`src/spsk_pkg.sv`:
```
// Package: constants for the page context stack
package spsk_pkg;
   // Register addresses, all pages
   localparam logic [7:0] ADDR_ACTIVE_PAGE = 8'h84;
   localparam logic [7:0] ADDR_STACK_SECOND = 8'h85;
   localparam logic [7:0] ADDR_STACK_BOTTOM = 8'h86;
   // Control register address and page
   localparam logic [7:0] ADDR_AUTOPAGE_CTRL = 8'h96;
   localparam logic [7:0] PAGE_AUTOPAGE_CTRL = 8'h0f;
   // Field positions
   localparam int AUTOPAGE_ENABLE_BIT = 0;
   // Reset values
   localparam logic [7:0] RST_PAGE_ENTRY = 8'h00;
   localparam logic [7:0] RST_AUTOPAGE_CTRL = 8'h01;
   // Stack depth
   localparam int STACK_DEPTH = 3;
endpackage

```
`src/spsk_entry.sv`:
```
// One byte-wide entry of the page stack
`timescale 1ns/1ps
module spsk_entry #(
   parameter int WIDTH = 8
) (
   // Clock and reset
   input wire logic core_clk_in,
   input wire logic reset_in,
   // Controls
   input wire logic shift_in,
   input wire logic [WIDTH-1:0] shift_data_in,
   input wire logic write_in,
   input wire logic [WIDTH-1:0] write_data_in,
   // Stored value
   output logic [WIDTH-1:0] value_out
);
   logic [WIDTH-1:0] value_ff;
   logic [WIDTH-1:0] nxt_value;

   // Stack movement first, then software write overrides
   assign nxt_value = write_in ? write_data_in : (shift_in ? shift_data_in : value_ff);

   // Entry register
   always_ff @(posedge core_clk_in)
   begin
      if (reset_in)
      begin
         value_ff <= WIDTH'(spsk_pkg::RST_PAGE_ENTRY);
      end
      else
      begin
         value_ff <= nxt_value;
      end
   end

   assign value_out = value_ff;
endmodule // spsk_entry

```
`src/spsk_stack.sv`:
```
// Page context stack with automatic paging on interrupts
`timescale 1ns/1ps

// Overview
// The stack holds three page bytes. The top entry is the active page and
// drives the register decoder of the whole core, so every register access
// outside the all-page group depends on it.
//
// Interrupt entry pushes: top moves to second, second moves to bottom and
// the bottom byte is lost. The top is then loaded with the page of the
// interrupting source. Interrupt return pops: second moves to top and bottom
// moves to second, while the bottom keeps its value.
//
// Software reaches all three entries at fixed addresses on every page. Such
// accesses never push or pop. A software write that meets a strobe in the
// same cycle wins for the entry it targets, the other entries still shift.
// This lets a handler rewrite the return page even while a nested event
// lands.
//
// The control register sits on one page only. Its enable bit gates both
// push and pop, so with paging off the stack is a plain set of registers.
// A return that coincides with an entry is dropped; the core never issues
// both for one instruction, and the push must not be lost.
//
// Read data is registered and stands for one cycle after the read strobe.
// Idle and unmapped cycles return zero so that an OR-bus can be used.
module spsk_stack #(
   parameter int WIDTH = 8
) (
   // Clock and reset
   input wire logic core_clk_in,
   input wire logic reset_in,
   // Interrupt sequencer events
   input wire logic irq_entry_in,
   input wire logic [WIDTH-1:0] irq_page_in,
   input wire logic return_from_interrupt_in,
   // Register bus
   input wire logic [7:0] reg_addr_in,
   input wire logic reg_wr_in,
   input wire logic reg_rd_in,
   input wire logic [7:0] reg_wdata_in,
   output logic [7:0] reg_rdata_out,
   output logic reg_hit_out,
   // Active page to the register decoder
   output logic [WIDTH-1:0] active_page_select_out,
   output logic autopage_enable_out
);
   // Elaboration checks: the read mux and the control byte assume byte entries
   if (WIDTH != 8)
   begin : g_width_check
      $error("spsk_stack supports only byte-wide entries");
   end

   // The shift network below is written for exactly three entries
   if (spsk_pkg::STACK_DEPTH != 3)
   begin : g_depth_check
      $error("spsk_stack shift network needs a three-entry stack");
   end

   // The enable bit must sit inside the byte-wide control register
   if (spsk_pkg::AUTOPAGE_ENABLE_BIT > 7)
   begin : g_field_check
      $error("spsk_stack enable bit lies outside the control byte");
   end

   logic autopage_enable_ff;
   logic nxt_autopage_enable;
   logic [WIDTH-1:0] entry_val [spsk_pkg::STACK_DEPTH];
   logic [WIDTH-1:0] shift_src [spsk_pkg::STACK_DEPTH];
   logic [WIDTH-1:0] entry_wdata [spsk_pkg::STACK_DEPTH];
   logic entry_wr [spsk_pkg::STACK_DEPTH];
   logic [7:0] reg_rdata_ff;
   logic [7:0] nxt_rdata;
   logic do_push;
   logic do_pop;
   logic shift_any;
   logic sel_top;
   logic sel_second;
   logic sel_bottom;
   logic sel_ctrl;
   logic page_is_ctrl;

   // Per-register write strobes
   logic wr_top;
   logic wr_second;
   logic wr_bottom;
   logic wr_ctrl;

   // Per-register read strobes
   logic rd_top;
   logic rd_second;
   logic rd_bottom;
   logic rd_ctrl;

   // Read terms, one per register
   logic [7:0] ctrl_rdata;
   logic [7:0] rdata_top;
   logic [7:0] rdata_second;
   logic [7:0] rdata_bottom;
   logic [7:0] rdata_ctrl;

   // Address decode; stack entries ignore the active page
   assign sel_top = (reg_addr_in == spsk_pkg::ADDR_ACTIVE_PAGE);
   assign sel_second = (reg_addr_in == spsk_pkg::ADDR_STACK_SECOND);
   assign sel_bottom = (reg_addr_in == spsk_pkg::ADDR_STACK_BOTTOM);

   // Control register lives on one page only, so it also needs the active page
   assign page_is_ctrl = (entry_val[0] == WIDTH'(spsk_pkg::PAGE_AUTOPAGE_CTRL));
   assign sel_ctrl = (reg_addr_in == spsk_pkg::ADDR_AUTOPAGE_CTRL) && page_is_ctrl;
   assign reg_hit_out = sel_top | sel_second | sel_bottom | sel_ctrl;

   // Push and pop come only from the sequencer strobes
   assign do_push = irq_entry_in & autopage_enable_ff;
   assign do_pop = return_from_interrupt_in & autopage_enable_ff & ~irq_entry_in;
   assign shift_any = do_push | do_pop;

   // Shift sources per entry
   assign shift_src[0] = do_push ? irq_page_in : entry_val[1];
   assign shift_src[1] = do_push ? entry_val[0] : entry_val[2];
   assign shift_src[2] = do_push ? entry_val[1] : entry_val[2];

   // Software writes, applied after a simultaneous strobe
   assign wr_top = reg_wr_in & sel_top;
   assign wr_second = reg_wr_in & sel_second;
   assign wr_bottom = reg_wr_in & sel_bottom;
   assign wr_ctrl = reg_wr_in & sel_ctrl;
   assign entry_wr[0] = wr_top;
   assign entry_wr[1] = wr_second;
   assign entry_wr[2] = wr_bottom;

   // Read strobes; none of them reaches the shift controls
   assign rd_top = reg_rd_in & sel_top;
   assign rd_second = reg_rd_in & sel_second;
   assign rd_bottom = reg_rd_in & sel_bottom;
   assign rd_ctrl = reg_rd_in & sel_ctrl;
   assign entry_wdata[0] = reg_wdata_in[WIDTH-1:0];
   assign entry_wdata[1] = reg_wdata_in[WIDTH-1:0];
   assign entry_wdata[2] = reg_wdata_in[WIDTH-1:0];

   // Three stack entries
   genvar gi;
   generate
      for (gi = 0; gi < spsk_pkg::STACK_DEPTH; gi++)
      begin : g_entry
         spsk_entry #(
            .WIDTH(WIDTH)
         ) u_entry (
            .core_clk_in(core_clk_in),
            .reset_in(reset_in),
            .shift_in(shift_any),
            .shift_data_in(shift_src[gi]),
            .write_in(entry_wr[gi]),
            .write_data_in(entry_wdata[gi]),
            .value_out(entry_val[gi])
         );
      end
   endgenerate

   // Auto paging enable bit
   assign nxt_autopage_enable = wr_ctrl
      ? reg_wdata_in[spsk_pkg::AUTOPAGE_ENABLE_BIT] : autopage_enable_ff;

   always_ff @(posedge core_clk_in)
   begin
      if (reset_in)
      begin
         autopage_enable_ff <= spsk_pkg::RST_AUTOPAGE_CTRL[spsk_pkg::AUTOPAGE_ENABLE_BIT];
      end
      else
      begin
         autopage_enable_ff <= nxt_autopage_enable;
      end
   end

   // Control register read value; reserved bits read as zero
   assign ctrl_rdata = 8'(autopage_enable_ff) << spsk_pkg::AUTOPAGE_ENABLE_BIT;

   // Per-register read terms; the selects are exclusive, so at most one is set
   assign rdata_top = rd_top ? 8'(entry_val[0]) : 8'h00;
   assign rdata_second = rd_second ? 8'(entry_val[1]) : 8'h00;
   assign rdata_bottom = rd_bottom ? 8'(entry_val[2]) : 8'h00;
   assign rdata_ctrl = rd_ctrl ? ctrl_rdata : 8'h00;

   // Read mux; idle and unmapped cycles give zero
   assign nxt_rdata = rdata_top | rdata_second | rdata_bottom | rdata_ctrl;

   // Read data register, valid the cycle after the read strobe
   always_ff @(posedge core_clk_in)
   begin
      if (reset_in)
      begin
         reg_rdata_ff <= 8'h00;
      end
      else
      begin
         reg_rdata_ff <= nxt_rdata;
      end
   end

   assign reg_rdata_out = reg_rdata_ff;
   assign active_page_select_out = entry_val[0];
   assign autopage_enable_out = autopage_enable_ff;
endmodule // spsk_stack

```
`config.mk`:
```
export PLATFORM = sky130hd
export DESIGN_NAME = spsk_stack
export DESIGN_NICKNAME = d
export VERILOG_FILES = /design/src/spsk_pkg.sv /design/src/spsk_entry.sv /design/src/spsk_stack.sv
export SDC_FILE = /design/constraint.sdc
export NUM_CORES = 1
export LEC_CHECK = 0
export BUFFER_PORTS_ARGS = -buffer_cell sky130_fd_sc_hd__buf_2
export CAP_MARGIN = 0
export CELL_PAD_IN_SITES_DETAIL_PLACEMENT = 1
export CELL_PAD_IN_SITES_GLOBAL_PLACEMENT = 1
export CORE_AREA = 5 5 73 75
export DETAILED_ROUTE_END_ITERATION = 8
export DIE_AREA = 0 0 78 80
export GPL_TIMING_DRIVEN = 0
export PLACE_DENSITY_LB_ADDON = 0.1
export SETUP_SLACK_MARGIN = 0.2
export SYNTH_ARGS = -nofsm -noshare
export SYNTH_HDL_FRONTEND = slang
export SYNTH_SLANG_ARGS = --single-unit
```
`constraint.sdc`:
```
create_clock -name core_clk_in -period 3 [get_ports core_clk_in]
set_input_delay 0.15 -clock core_clk_in [delete_from_list [all_inputs] [get_ports core_clk_in]]
set_output_delay 0.15 -clock core_clk_in [all_outputs]
set_load 0.01 [all_outputs]
```
# After elaboration in Yosys (flattened, before gate mapping)
# Cells that the tools add are included.
# totals
register_bits	33
word_cells	48
in_bits	30
output_inout_bits	18
# op_classes
n_bitwise	19
muxes	13
n_reduce_logical	6
n_eq_ne	5
# ops
operator	n
8-bit two-way mux	12
8-bit == test, second input constant	4
8-bit OR	2
1-bit AND	11
8-bit by 4-bit == test with 1-bit output, second input constant	1
8-bit by 1-bit OR with 8-bit output	1
2-bit nonzero test	4
1-bit OR	4
2-bit AND reduction	1
1-bit logical AND	1
1-bit two-way mux	1
1-bit NOT	1

# Longest topological paths before layout
# Gate-level depths: netlist of run 1.
# logic_depth
ltp_word	6
mapped_depth	7
depth_no_buf	4

# Modules after synthesis
# A second synthesis of run 1 with hierarchy kept.
# hier_totals
hier_cells	243
area_unflattened_um2	1929.4
# modules_own_cells
module	cells_per_inst	n_inst	area_each_um2	seq_area_each_um2
spsk_entry	35	3	369.1	160.2
spsk_stack	138	1	822.0	180.2

# Worst setup path after synthesis of run 1
# No wires, ideal clock.
# synth_path
path_kind	register -> output
startpoint	register g_entry[0].u_entry.value_ff[6]
endpoint	output reg_hit_out
required_time_ps	2850
arrival_time_ps	1526
setup_slack_ps	1324
path_buffers	0
stages_incl_launch_ff	5
path_cell_list	dfxtp_1 > or4b_4 > nor4_4 > a21oi_1 > a2111oi_2
# synth_via
elab_chain_len	3
# synth_rtl
element	line_no	text
from (decl)	spsk_entry.sv:17	logic [WIDTH-1:0] value_ff;
from (signal assigned)	spsk_entry.sv:28	value_ff <= WIDTH'(spsk_pkg::RST_PAGE_ENTRY);
from (signal assigned)	spsk_entry.sv:32	value_ff <= nxt_value;
8-bit by 4-bit == test with 1-bit output	spsk_stack.sv:108	assign page_is_ctrl = (entry_val[0] == WIDTH'(spsk_pkg::PAGE_AUTOPAGE_CTRL));
1-bit logical AND	spsk_stack.sv:109	assign sel_ctrl = (reg_addr_in == spsk_pkg::ADDR_AUTOPAGE_CTRL) && page_is_ctrl;
1-bit OR	spsk_stack.sv:110	assign reg_hit_out = sel_top | sel_second | sel_bottom | sel_ctrl;
to (decl)	spsk_stack.sv:43	output logic reg_hit_out,
# No other way between the ends.

# Worst setup path in the final report of run 1
# Ends and elaborated chain as after synthesis.

==> results of run 1 <==
==> sequential cells by signal (all words and copies together) (netlist names) <==
name / count
g_entry.u_entry.value_out: 24
reg_rdata_out: 8
autopage_enable_out: 1
==> report_power, final <==
group,internal (mW),switching (mW),leakage (nW)
logic,0.0850,0.0826,0.592
registers,0.460,0.0253,0.271
clock network,0.271,0.172,0.0585
==> cells by family (layout without fill, tap and decap cells) <==
| family | Yosys count | after routing |
|---|---|---|
| simple gates | 62 | 62 |
| compound gates | 69 | 69 |
| flops | 33 | 33 |
| buf+inv | 27 | 80 |
| mux | 16 | 16 |
==> Yosys cell counts (7+ instances only) <==
library cell                instances
sky130_fd_sc_hd__a21oi_1           18
sky130_fd_sc_hd__a211oi_1           8
sky130_fd_sc_hd__nor2_1            12
sky130_fd_sc_hd__o2bb2ai_1          7
sky130_fd_sc_hd__dfxtp_1           33
sky130_fd_sc_hd__o31a_1            14
sky130_fd_sc_hd__nand2_1           18
sky130_fd_sc_hd__nand3b_1          14
sky130_fd_sc_hd__clkbuf_1          11
sky130_fd_sc_hd__mux2i_1           16
sky130_fd_sc_hd__buf_4              8
sky130_fd_sc_hd__o211ai_1          16
==> per-layer routing <==
layer  routed length, um  vias up  GRT usage [%]  share of wire, %
met5                   0        -              0                 0
met4                  95        0          5.236               1.5
met3                 377       10          4.966               5.8
met2                3177       54          34.14                49
met1                2867      890          28.69                44
li1                    -      889              -                 -
==> cell type report <==
type	instances	area, um2	area share (%)
repair buffers	45	225.2	9.896
flip-flops and latches	33	660.6	29.03
multi-input cells	147	1070	47.00
clock inverters	1	30.03	1.319
well taps	54	67.56	2.969
plain buffers	24	125.1	5.498
inverters	3	11.26	0.4948
clock buffers	7	86.33	3.793
==> placed cells by master, fill, tap and decap left out, drive strengths merged <==
cell     synthesis  final
a2bb2oi          2      2
and4             2      2
nor2b            2      2
nor4b            1      1
inv              3      3
nor3b            2      2
a211oi           8      8
clkbuf          11     18
or3              1      1
a2111oi          1      1
nand2b           2      2
mux2i           16     16
buf             13     58
nor2            12     12
bufinv           0      1
a21oi           18     18
nand2           18     18
nor4             1      1
nand3b          14     14
nand4bb          1      1
nand4            4      4
o31a            14     14
dfxtp           33     33
o2bb2ai          7      7
o211ai          16     16
a311o            1      1
or4b             2      2
o32a             2      2
==> path summary, 6_finish.rpt <==
| kind | slack, ns | endpoint |
|---|---|---|
| setup reg to reg | 0.91 | g_entry[0].u_entry.value_out[1]$_SDFFE_PP0P_ |
| hold reg to reg | 0.48 | reg_rdata_out[5]$_SDFF_PP0_ |
| hold / removal | 0.12 | g_entry[1].u_entry.value_out[1]$_SDFFE_PP0P_ |
| setup / recovery | 0.82 | reg_hit_out |
==> worst max-delay path: stages, from the launching register on <==
cell and delay (ns):
sky130_fd_sc_hd__dfxtp_1 0.36, sky130_fd_sc_hd__or4b_4 0.56, sky130_fd_sc_hd__nor4_4 0.32, sky130_fd_sc_hd__a21oi_1 0.09, sky130_fd_sc_hd__a2111oi_2 0.22, sky130_fd_sc_hd__buf_2 0.19
==> run_results.csv, run 1 <==
group,metric,value,unit
yosys,syn_inst,207,
worst_setup_path,worst-endpoint-arrival,2.03,ns
power_and_ir_drop,worst_ir_drop_vdd,0.0002806,V
floorplanning,die-width,78,um
yosys,postSynthNetCount,237,
yosys,post_synth_and_or_nand_nor_area_fraction,21.05,%
place,dp.final_hpwl,4.463,mm
routing,viasPerCell,5.869,
finish,post-route-util,49.50,%
cts,postCtsSetupRepairBufs,0,
job,max_cap_violations,0,
floorplanning,boundaryPins,48,
cts,clockBufferDepth,2,
cts,clk-insertion-delay-late,0.29,ns
worst_setup_path,regToRegStartpoint,"autopage_enable_out$_SDFFE_PP1P_",
finish,layout.cells.non_filler,314,
yosys,post_synth_main_area_contributors,"sky130_fd_sc_hd__dfxtp_1 35%, sky130_fd_sc_hd__mux2i_1 8.6%, sky130_fd_sc_hd__o31a_1 6.6%, sky130_fd_sc_hd__o211ai_1 6.4%, sky130_fd_sc_hd__nand3b_1 5.6%",
worst_setup_path,worst_r2r_path_depth,6,
timing,setup-violations-final,0,
routing,route.antenna.remaining_nets,0,
yosys,post-synth-top-area-cell,"sky130_fd_sc_hd__dfxtp_1",
finish,finalNetCount,289,
timing,final.hold.worst_slack,0.1210,ns
yosys,synthesis.area_per_instance,9.018,um2
yosys,synth_flop_cell,"sky130_fd_sc_hd__dfxtp_1",
global_routing,overflow,0,
timing,finalClockSkew,0.005942,ns
floorplanning,design.core.area,4598,um2
yosys,seq_area_frac_synth,35.39,%
place,place.detailed.instances,306,
timing,final.period_utilization,72.69,%
yosys,synth_top_area_share,35.39,%
routing,route.vias.total,1843,
yosys,synth.distinct_cells,31,
cts,cts_resized,0,
finish,finish.instance_area,2276,um2
yosys,synthesized_area_fraction_occupied_by_ao_oa_aoi_and_oai_cells,27.68,%
cts,cts_tree,"done",
place,dpl-instance-area,2160,um2
worst_setup_path,cp_max_fo,5,
routing,drt-wirelength-per-cell,20.76,um
hold_path,hp-start,"reg_wdata_in[1]",
floorplanning,die_area,6240,um2
global_routing,grt_usage,21.27,%
outcome,run_status,"finished, final reports clean",
finish,fillCellCount,565,
worst_setup_path,worst-setup-path-type,"flip-flop to output port",
power_and_ir_drop,overall_power,1.096,mW
timing,period_minus_slack,2.181,ns
power_and_ir_drop,static-leakage-power,0.9208,nW
hold_path,timing.hold.worst.class,"input port to flip-flop",
worst_setup_path,required_time_of_the_critical_path,2.85,ns
routing,drt_drc_violations_left,0,
yosys,synth_enable_flop_cells,0,
timing,post-route-worst-setup-slack,0.8194,ns
global_routing,antenna_violations_before_repair,0,
floorplanning,floorplan.rows,25,
yosys,yosysWarnings,0,
global_routing,wire_length_of_the_first_global_routing_pass,10.23,mm
place,place_congestion,0.7987,
finish,flow.area_growth_from_synthesis,21.92,%
timing,timing_worst_slew_pin_value,1.059,ns
worst_setup_path,cp-startpoint,"g_entry[0].u_entry.value_out[6]$_SDFFE_PP0P_",
timing,setup_repair_after_global_routing_missed_its_margin,"no",
routing,drt_pre_antenna_iters,4,
place,portBuffers,45,
hold_path,hold_path_depth,3,
routing,detailedRoute.firstIterationViolations,114,
cts,cts_hold_buffers,0,
cts,htree_levels,2,
timing,maxSlewHeadroom,29.23,%
timing,final-hold-violation-count,0,
yosys,synth_mux_area_share,8.579,%
worst_setup_path,timing.critical_path.from_type,"flip-flop",
global_routing,grt_max_degree,11,
floorplanning,floorplan.die.height,80,um
yosys,postSynth.asyncResetShare,0,%
timing,setup_tns,0,ns
routing,drt_wl_total,6.518,mm
cts,cts.clk_slew.worst_paths,0.07,ns
cts,clk_root_buffer_cell,"sky130_fd_sc_hd__clkbuf_8",
finish,antenna_cells_inserted,0,
power_and_ir_drop,pwr_density_cell,481.5,nW/um2
yosys,synth-xor-area-share,0,%
global_routing,number_of_global_route_vias_before_repair,1832,
timing,timing.final.max_slew_violations,0,
yosys,synthesis.area,1867,um2
cts,tritoncts_num_sinks,33,
finish,drive_above_1_share,27.69,%
yosys,ys_seq_elements,33,
worst_setup_path,critPathCaptureType,"output port",
yosys,synthAdderAreaFrac,0,%
yosys,synth_top_family_by_area,"compound AO/OA/AOI/OAI gates",
floorplanning,start_util,40.60,%
place,placement.setup.worst_slack,0.9304,ns
timing,max_freq,458.6,MHz
cts,number_of_buffers_added_by_the_clock_tree_synthesis_step,5,
Note: power is estimated with default switching activity, not from simulation.
==> inputs of run 2 (changes only) <==
--- a/config.mk
+++ b/config.mk
@@ -5,13 +5,14 @@
 export SDC_FILE = /design/constraint.sdc
 export NUM_CORES = 1
 export LEC_CHECK = 0
+export ABC_AREA = 1
 export BUFFER_PORTS_ARGS = -buffer_cell sky130_fd_sc_hd__buf_2
 export CAP_MARGIN = 0
 export CELL_PAD_IN_SITES_DETAIL_PLACEMENT = 1
 export CELL_PAD_IN_SITES_GLOBAL_PLACEMENT = 1
-export CORE_AREA = 5 5 73 75
+export CORE_AREA = 5 5 87 89
 export DETAILED_ROUTE_END_ITERATION = 8
-export DIE_AREA = 0 0 78 80
+export DIE_AREA = 0 0 92 94
 export GPL_TIMING_DRIVEN = 0
 export PLACE_DENSITY_LB_ADDON = 0.1
 export SETUP_SLACK_MARGIN = 0.2
==> constraint.sdc (replaced) <==
create_clock -name core_clk_in -period 1.9 [get_ports core_clk_in]
set_input_delay 0.095 -clock core_clk_in [delete_from_list [all_inputs] [get_ports core_clk_in]]
set_output_delay 0.095 -clock core_clk_in [all_outputs]
set_load 0.01 [all_outputs]
==> run 2 against run 1 <==
  * Non-clock buffer count grew 9
  * Critical path depth grew 2
  * Final cell count up 53%
  * Final area is 17% higher
  * Largest cell class unchanged
  * Synthesized cell count is 66% higher
==> run_results.csv, run 2 <==
group,metric,value,unit
yosys,synth.most_common_cell,"sky130_fd_sc_hd__nand2_1",
finish,largest_reg_flops,24,
routing,route.vias.total,2553,
timing,finalClockSkew,0.005165,ns
finish,antenna_cells_inserted,0,
routing,drt_wl_total,8.671,mm
place,place_congestion,0.8972,
cts,tritoncts_num_sinks,33,
yosys,synth_flop_cell,"sky130_fd_sc_hd__dfxtp_1",
routing,detailedRoute.firstIterationViolations,222,
place,dp.final_hpwl,6.305,mm
routing,route.antenna.remaining_nets,0,
timing,maxSlewHeadroom,53.84,%
floorplanning,die-width,92,um
timing,timing_worst_slew_pin_value,0.6924,ns
finish,finalNetCount,428,
yosys,syn_inst,344,
yosys,post-synth-top-area-cell,"sky130_fd_sc_hd__dfxtp_1",
timing,period_minus_slack,1.569,ns
timing,timing.final.max_slew_violations,0,
cts,cts.clk_slew.worst_paths,0.08,ns
floorplanning,floorplan.die.height,94,um
job,max_cap_violations,0,
global_routing,grt_usage,21.23,%
timing,final.hold.worst_slack,0.05144,ns
power_and_ir_drop,pwr_density_cell,642.0,nW/um2
cts,htree_levels,2,
timing,final.period_utilization,82.58,%
cts,clk-insertion-delay-late,0.29,ns
yosys,postSynthNetCount,374,
worst_setup_path,timing.critical_path.from_type,"flip-flop",
routing,drt-wirelength-per-cell,18.10,um
cts,clockBufferDepth,2,
worst_setup_path,cp_max_fo,4,
yosys,synthTopCellsByCount,"97 x sky130_fd_sc_hd__nand2_1, 42 x sky130_fd_sc_hd__nand3_1, 36 x sky130_fd_sc_hd__inv_1",
worst_setup_path,required_time_of_the_critical_path,1.80,ns
finish,mostFrequentLayoutCell,"sky130_fd_sc_hd__nand2_1",
yosys,post_synth_main_area_contributors,"sky130_fd_sc_hd__dfxtp_1 30%, sky130_fd_sc_hd__nand2_1 17%, sky130_fd_sc_hd__nand4_1 9.6%, sky130_fd_sc_hd__nand3_1 9.5%, sky130_fd_sc_hd__inv_1 6.1%",
worst_setup_path,worst-endpoint-arrival,1.47,ns
worst_setup_path,critical_path.cell_chain,"inv_1 -> nor2_1 -> nand2_1 -> nor2_2 -> nand2_1 -> nand3_1 -> buf_2",
worst_setup_path,critPathCaptureType,"output port",
timing,final-hold-violation-count,0,
worst_setup_path,worst-setup-path-type,"flip-flop to output port",
finish,multiInputGateArea,1214,um2
routing,drt_pre_antenna_iters,4,
yosys,yosysWarnings,0,
finish,flow.area_growth_from_synthesis,21.06,%
global_routing,number_of_global_route_vias_before_repair,2691,
hold_path,timing.hold.worst.class,"input port to flip-flop",
cts,clk_root_buffer_cell,"sky130_fd_sc_hd__clkbuf_8",
yosys,synth.distinct_cells,20,
timing,setup-violations-final,0,
floorplanning,design.core.area,6681,um2
floorplanning,start_util,33.00,%
finish,fillCellCount,925,
yosys,postSynth.asyncResetShare,0,%
finish,drive_above_1_share,24.31,%
yosys,synth_enable_flop_cells,0,
routing,drt_drc_violations_left,0,
yosys,ys_seq_elements,33,
power_and_ir_drop,static-leakage-power,1.352,nW
timing,max_freq,637.3,MHz
finish,layout.cells.most_common_list,"97 x sky130_fd_sc_hd__nand2_1, 57 x sky130_fd_sc_hd__buf_2, 42 x sky130_fd_sc_hd__nand3_1",
global_routing,antenna_violations_before_repair,0,
worst_setup_path,library_cell_contributing_the_largest_single_delay_on_the_critical_path,"sky130_fd_sc_hd__dfxtp_1",
global_routing,wire_length_of_the_first_global_routing_pass,14.24,mm
yosys,synthesis.area_per_instance,6.409,um2
place,portBuffers,46,
global_routing,grt_max_degree,11,
timing,setup_tns,0,ns
finish,sequential_cell_area,663.1,um2
global_routing,overflow,0,
yosys,synthesis.area,2205,um2
outcome,run_status,"finished, final reports clean",
worst_setup_path,critical-path-max-stage-delay,0.43,ns
cts,cts_tree,"done",
cts,postCtsSetupRepairBufs,0,
floorplanning,boundaryPins,48,
worst_setup_path,path_common_cell,"sky130_fd_sc_hd__nand2_1",
yosys,seq_area_frac_synth,29.97,%
yosys,synth_top_area_share,29.97,%
cts,number_of_buffers_added_by_the_clock_tree_synthesis_step,5,
floorplanning,die_area,8648,um2
floorplanning,floorplan.rows,30,
timing,setup_repair_after_global_routing_missed_its_margin,"no",
power_and_ir_drop,worst_ir_drop_vdd,0.0003135,V
routing,viasPerCell,5.330,
## run 2: changes by cell type after synthesis, sizes merged, moves of 8 or more
cell / before / now
nand2: 18 / 100
nand3: 0 / 45
inv: 3 / 38
nand4: 4 / 34
mux2i: 16 / 0
nor2: 12 / 28
nand3b: 14 / 0
o31a: 14 / 0
buf: 13 / 26
a211oi: 8 / 0
## run 2: final timing paths
path	end	depth (start not counted)	from	slack [ns]
hold / removal	g_entry[2].u_entry.value_out[2]$_SDFFE_PP0P_	3	reg_wdata_in[2]	0.05
hold reg to reg	g_entry[1].u_entry.value_out[2]$_SDFFE_PP0P_	2	g_entry[1].u_entry.value_out[2]$_SDFFE_PP0P_	0.52
setup / recovery	reg_hit_out	7	g_entry[0].u_entry.value_out[3]$_SDFFE_PP0P_	0.33
setup reg to reg	g_entry[0].u_entry.value_out[2]$_SDFFE_PP0P_	7	autopage_enable_out$_SDFFE_PP1P_	0.41
## run 2: per-layer routing
layer  up-vias  track usage [%]  part of all wire [%]
li1       1238                -                     -
met1      1226            27.58                    44
met2        83            37.29                    49
met3         6            3.205                   6.5
met4         0            4.332                  0.78
met5         -                0                     0
## run 2: cells by family (layout without fill, tap and decap cells)
logic type / after synthesis / in the layout / share of synthesized area, %
AND/OR/NAND/NOR: 207 / 207 / 45.18
buffers and inverters: 69 / 124 / 15.10
AO/OA/AOI/OAI: 35 / 35 / 9.761
flip-flops: 33 / 33 / 29.97
## run 2: report_power, final
part / total, mW / switching, mW / leakage (nW) / internal [mW]
combinational: 0.261 / 0.167 / 1.03 / 0.0947
clock: 0.713 / 0.285 / 0.0585 / 0.428
sequential: 0.739 / 0.0292 / 0.268 / 0.710
total: 1.71 / 0.480 / 1.35 / 1.23
## run 2: layout make-up
type                       count  area share (%)
multi-input combinational    242           45.48
sequential                    33           24.85
timing repair buffer          47           9.001
buffer                        31           7.220
inverter                      38           5.345
tap                           80           3.751
clock buffer                   7           3.235
clock inverter                 1           1.125
## run 2: critical path, delay by kind of cell (launching register included)
kind | cells | cell delay, ns
buffers and inverters | 2 | 0.21
flip-flops | 1 | 0.43
AND/OR/NAND/NOR | 5 | 0.54
## run 2: what timing repair did
| item | in CTS | in global routing |
|---|---|---|
| endpoints found under the hold margin | 1 | 0 |
| endpoints found under the setup margin | 0 | 17 |
| resized for setup | 0 | 6 |
| hold buffers | 1 | 0 |
## run 2: metrics by stage
stage                     utilization (%)  total power [mW]  worst slack [ns]  instances  instance area [um2]
after floorplan                         -            0.8981            0.6529        344                 2205
after global placement              37.94             1.008            0.2899        470                 2535
after detailed placement            37.94             1.012            0.2502        470                 2535
after CTS                           39.83             1.725            0.2405        479                 2661
after global routing                39.94             1.798            0.2002        479                 2669
final                               39.94             1.713            0.3310        479                 2669
==> inputs of run 3 (changes only) <==
==> constraint.sdc (replaced) <==
create_clock -name core_clk_in -period 1.4 [get_ports core_clk_in]
set_input_delay 0.07 -clock core_clk_in [delete_from_list [all_inputs] [get_ports core_clk_in]]
set_output_delay 0.07 -clock core_clk_in [all_outputs]
set_load 0.01 [all_outputs]
==> run 3 against run 2 <==
  * Sequential share of layout area is 4.3 points lower
  * Critical path depth stayed put
  * Final cell count is 5.2% higher
  * Clock power is 7.6% higher
  * Worst setup slack worse by 0.30 ns
  * Register-to-register slack worse by 0.34 ns
  * First-iteration DRC count is 23% higher
  * Routed wire length is 17% higher
  * Final area is 26% higher
  * Global-route usage is 1.1 points higher
  * Critical path type unchanged
  * Critical endpoint unchanged
  * Largest cell class unchanged
==> run_results.csv, run 3 (same netlist as run 2, synthesis figures left out) <==
group,metric,value,unit
outcome,run_status,"finished, final reports clean",
routing,route.antenna.remaining_nets,0,
job,max_cap_violations,0,
power_and_ir_drop,static-leakage-power,1.598,nW
cts,cts_tree,"done",
worst_setup_path,reg2reg_setup_slack,0.07,ns
global_routing,grt_max_degree,11,
routing,drt-wirelength-per-cell,20.05,um
power_and_ir_drop,power_frac_comb,23.0,%
worst_setup_path,cp_max_fo,2,
floorplanning,floorplan.rows,30,
finish,largest_reg_flops,24,
global_routing,overflow,0,
timing,setup-violations-final,0,
floorplanning,design.core.area,6681,um2
cts,clk-insertion-delay-late,0.29,ns
power_and_ir_drop,power.switching_fraction,31.19,%
floorplanning,die-width,92,um
timing,timing_worst_slew_pin_value,0.7953,ns
power_and_ir_drop,int_pwr,1.578,mW
timing,maxSlewHeadroom,46.98,%
finish,flow.area_growth_from_synthesis,52.10,%
routing,drt_drc_violations_left,0,
hold_path,min_to,"g_entry[2].u_entry.value_out[1]$_SDFFE_PP0P_",
routing,dr.max_layer_used,"met4",
place,place_congestion,0.8625,
worst_setup_path,cp-startpoint,"g_entry[0].u_entry.value_out[3]$_SDFFE_PP0P_",
cts,htree_levels,2,
finish,finalNetCount,454,
power_and_ir_drop,worst_ir_drop_vdd,0.0003973,V
routing,wl_met3,675,um
place,place.detailed.instances,470,
worst_setup_path,worst-endpoint-arrival,1.30,ns
place,dp.final_hpwl,6.315,mm
routing,route.vias.total,2811,
cts,tritoncts_num_sinks,33,
cts,clockBufferDepth,2,
finish,layout.cells.most_common_list,"78 x sky130_fd_sc_hd__nand2_1, 51 x sky130_fd_sc_hd__buf_2, 34 x sky130_fd_sc_hd__inv_1, 34 x sky130_fd_sc_hd__nand4_1, 25 x sky130_fd_sc_hd__dfxtp_1",
timing,finalClockSkew,0.002801,ns
power_and_ir_drop,switchingPower,715.1,uW
power_and_ir_drop,seq_power_share,43.5,%
finish,drive_above_1_share,43.63,%
floorplanning,floorplan.die.height,94,um
finish,antenna_cells_inserted,0,
timing,setup_repair_after_global_routing_missed_its_margin,"yes",
timing,max_freq,729.5,MHz
global_routing,number_of_global_route_vias_before_repair,2715,
worst_setup_path,regToRegStartpoint,"autopage_enable_out$_SDFFE_PP1P_",
floorplanning,start_util,33.00,%
hold_path,timing.hold.worst.class,"input port to flip-flop",
timing,timing.final.max_slew_violations,0,
worst_setup_path,worst-setup-path-type,"flip-flop to output port",
timing,final.period_utilization,97.91,%
global_routing,grt_usage,22.37,%
power_and_ir_drop,overall_power,2.293,mW
power_and_ir_drop,pwr-share-clk,33.5,%
timing,post-route-worst-setup-slack,0.02920,ns
hold_path,hold_path_depth,3,
routing,detailedRoute.firstIterationViolations,274,
worst_setup_path,worst_r2r_path_depth,8,
routing,drt_pre_antenna_iters,4,
finish,mostFrequentLayoutCell,"sky130_fd_sc_hd__nand2_1",
cts,cts.clk_slew.worst_paths,0.07,ns
worst_setup_path,required_time_of_the_critical_path,1.33,ns
worst_setup_path,r2r_end,"g_entry[1].u_entry.value_out[3]$_SDFFE_PP0P_",
place,portBuffers,46,
cts,clk_root_buffer_cell,"sky130_fd_sc_hd__clkbuf_8",
routing,met2_length,4.881,mm
routing,drt_wl_total,10.11,mm
routing,viasPerCell,5.577,
worst_setup_path,timing.critical_path.from_type,"flip-flop",
timing,final-hold-violation-count,0,
finish,layout.cells.non_filler,504,
finish,fillCellCount,856,
hold_path,hp-start,"reg_wdata_in[1]",
routing,detail_route.wirelength.met1,4.251,mm
global_routing,wire_length_of_the_first_global_routing_pass,14.84,mm
worst_setup_path,critPathCaptureType,"output port",
finish,post-route-util,50.19,%
global_routing,antenna_violations_before_repair,0,
floorplanning,die_area,8648,um2
place,placement.setup.worst_slack,-0.1714,ns
cts,number_of_buffers_added_by_the_clock_tree_synthesis_step,5,
floorplanning,boundaryPins,48,
power_and_ir_drop,pwr_density_cell,683.7,nW/um2
timing,period_minus_slack,1.371,ns
[run 3: changes by cell type in the layout (fill, tap and decap cells not counted), moves of 7 or more]
cell,change
sky130_fd_sc_hd__buf_4,+13
sky130_fd_sc_hd__a21oi_1,-11
sky130_fd_sc_hd__nand2_1,-19
sky130_fd_sc_hd__dfxtp_4,+8
sky130_fd_sc_hd__a21oi_2,+11
sky130_fd_sc_hd__nand3_1,-22
sky130_fd_sc_hd__nand3_2,+19
sky130_fd_sc_hd__nand2_2,+14
sky130_fd_sc_hd__buf_6,+7
[run 3: power groups by stage]
stage               Clock, mW  Sequential, mW  Combinational [mW]
floorplan                   0            1.00               0.215
global placement            0            1.03               0.340
detailed placement          0            1.02               0.346
CTS                     0.770           0.995               0.453
global route            0.809           0.998               0.563
finish                  0.767           0.998               0.528
[run 3: cell type report]
cell class	instances	area [um2]	share of cell area [%]
Timing Repair Buffer	73	565.5	16.87
Tap cell	80	100.1	2.985
Multi-Input combinational cell	242	1491	44.48
Clock buffer	7	86.33	2.575
Buffer	31	261.5	7.799
Sequential cell	33	690.7	20.60
Inverter	38	157.7	4.701
[run 3: worst max-delay path by stage]
stage | slack [ns] | to | cells past startpoint
detailed placement | -0.17 | g_entry[0].u_entry.value_out[7]$_SDFFE_PP0P_ | 7
finish | 0.03 | reg_hit_out | 7
floorplan | 0.24 | g_entry[0].u_entry.value_out[1]$_SDFFE_PP0P_ | 7
global route | -0.04 | reg_hit_out | 7
global placement | -0.11 | g_entry[0].u_entry.value_out[3]$_SDFFE_PP0P_ | 7
CTS | 0.03 | reg_hit_out | 7
[run 3: routing by layer]
layer,vias to the layer above,global-route usage (%)
met5,-,0
met4,0,6.064
met3,27,3.125
met2,114,38.63
met1,1371,29.14
li1,1299,-
[run 3: stage by stage]
step	cell area (um2)	TNS, ns	hold WS (ns)
2_1_floorplan	2206	0	0.1391
3_3_place_gp	2536	-0.8319	0.2727
3_5_place_dp	2536	-1.599	0.2780
4_1_cts	2994	0	0.02251
5_1_grt	3353	-0.04377	0.06549
6_report	3353	0	0.01660
[run 3: what timing repair did]
item                                    4_1_cts  5_1_grt
gates cloned                                  4        1
pin swaps                                    16       41
hold endpoints to repair                      1        0
endpoints found under the setup margin       27       19
gates resized for setup                      58       70
hold buffers                                  1        0
buffers inserted                             12        9
[run 3: critical path, stage by stage (launching register included)]
cell and delay (ns):
sky130_fd_sc_hd__dfxtp_4 0.38, sky130_fd_sc_hd__inv_4 0.05, sky130_fd_sc_hd__nor2_2 0.07, sky130_fd_sc_hd__nand2_1 0.06, sky130_fd_sc_hd__nor2_2 0.14, sky130_fd_sc_hd__nand2_1 0.09
sky130_fd_sc_hd__nand3_1 0.09, sky130_fd_sc_hd__buf_2 0.13
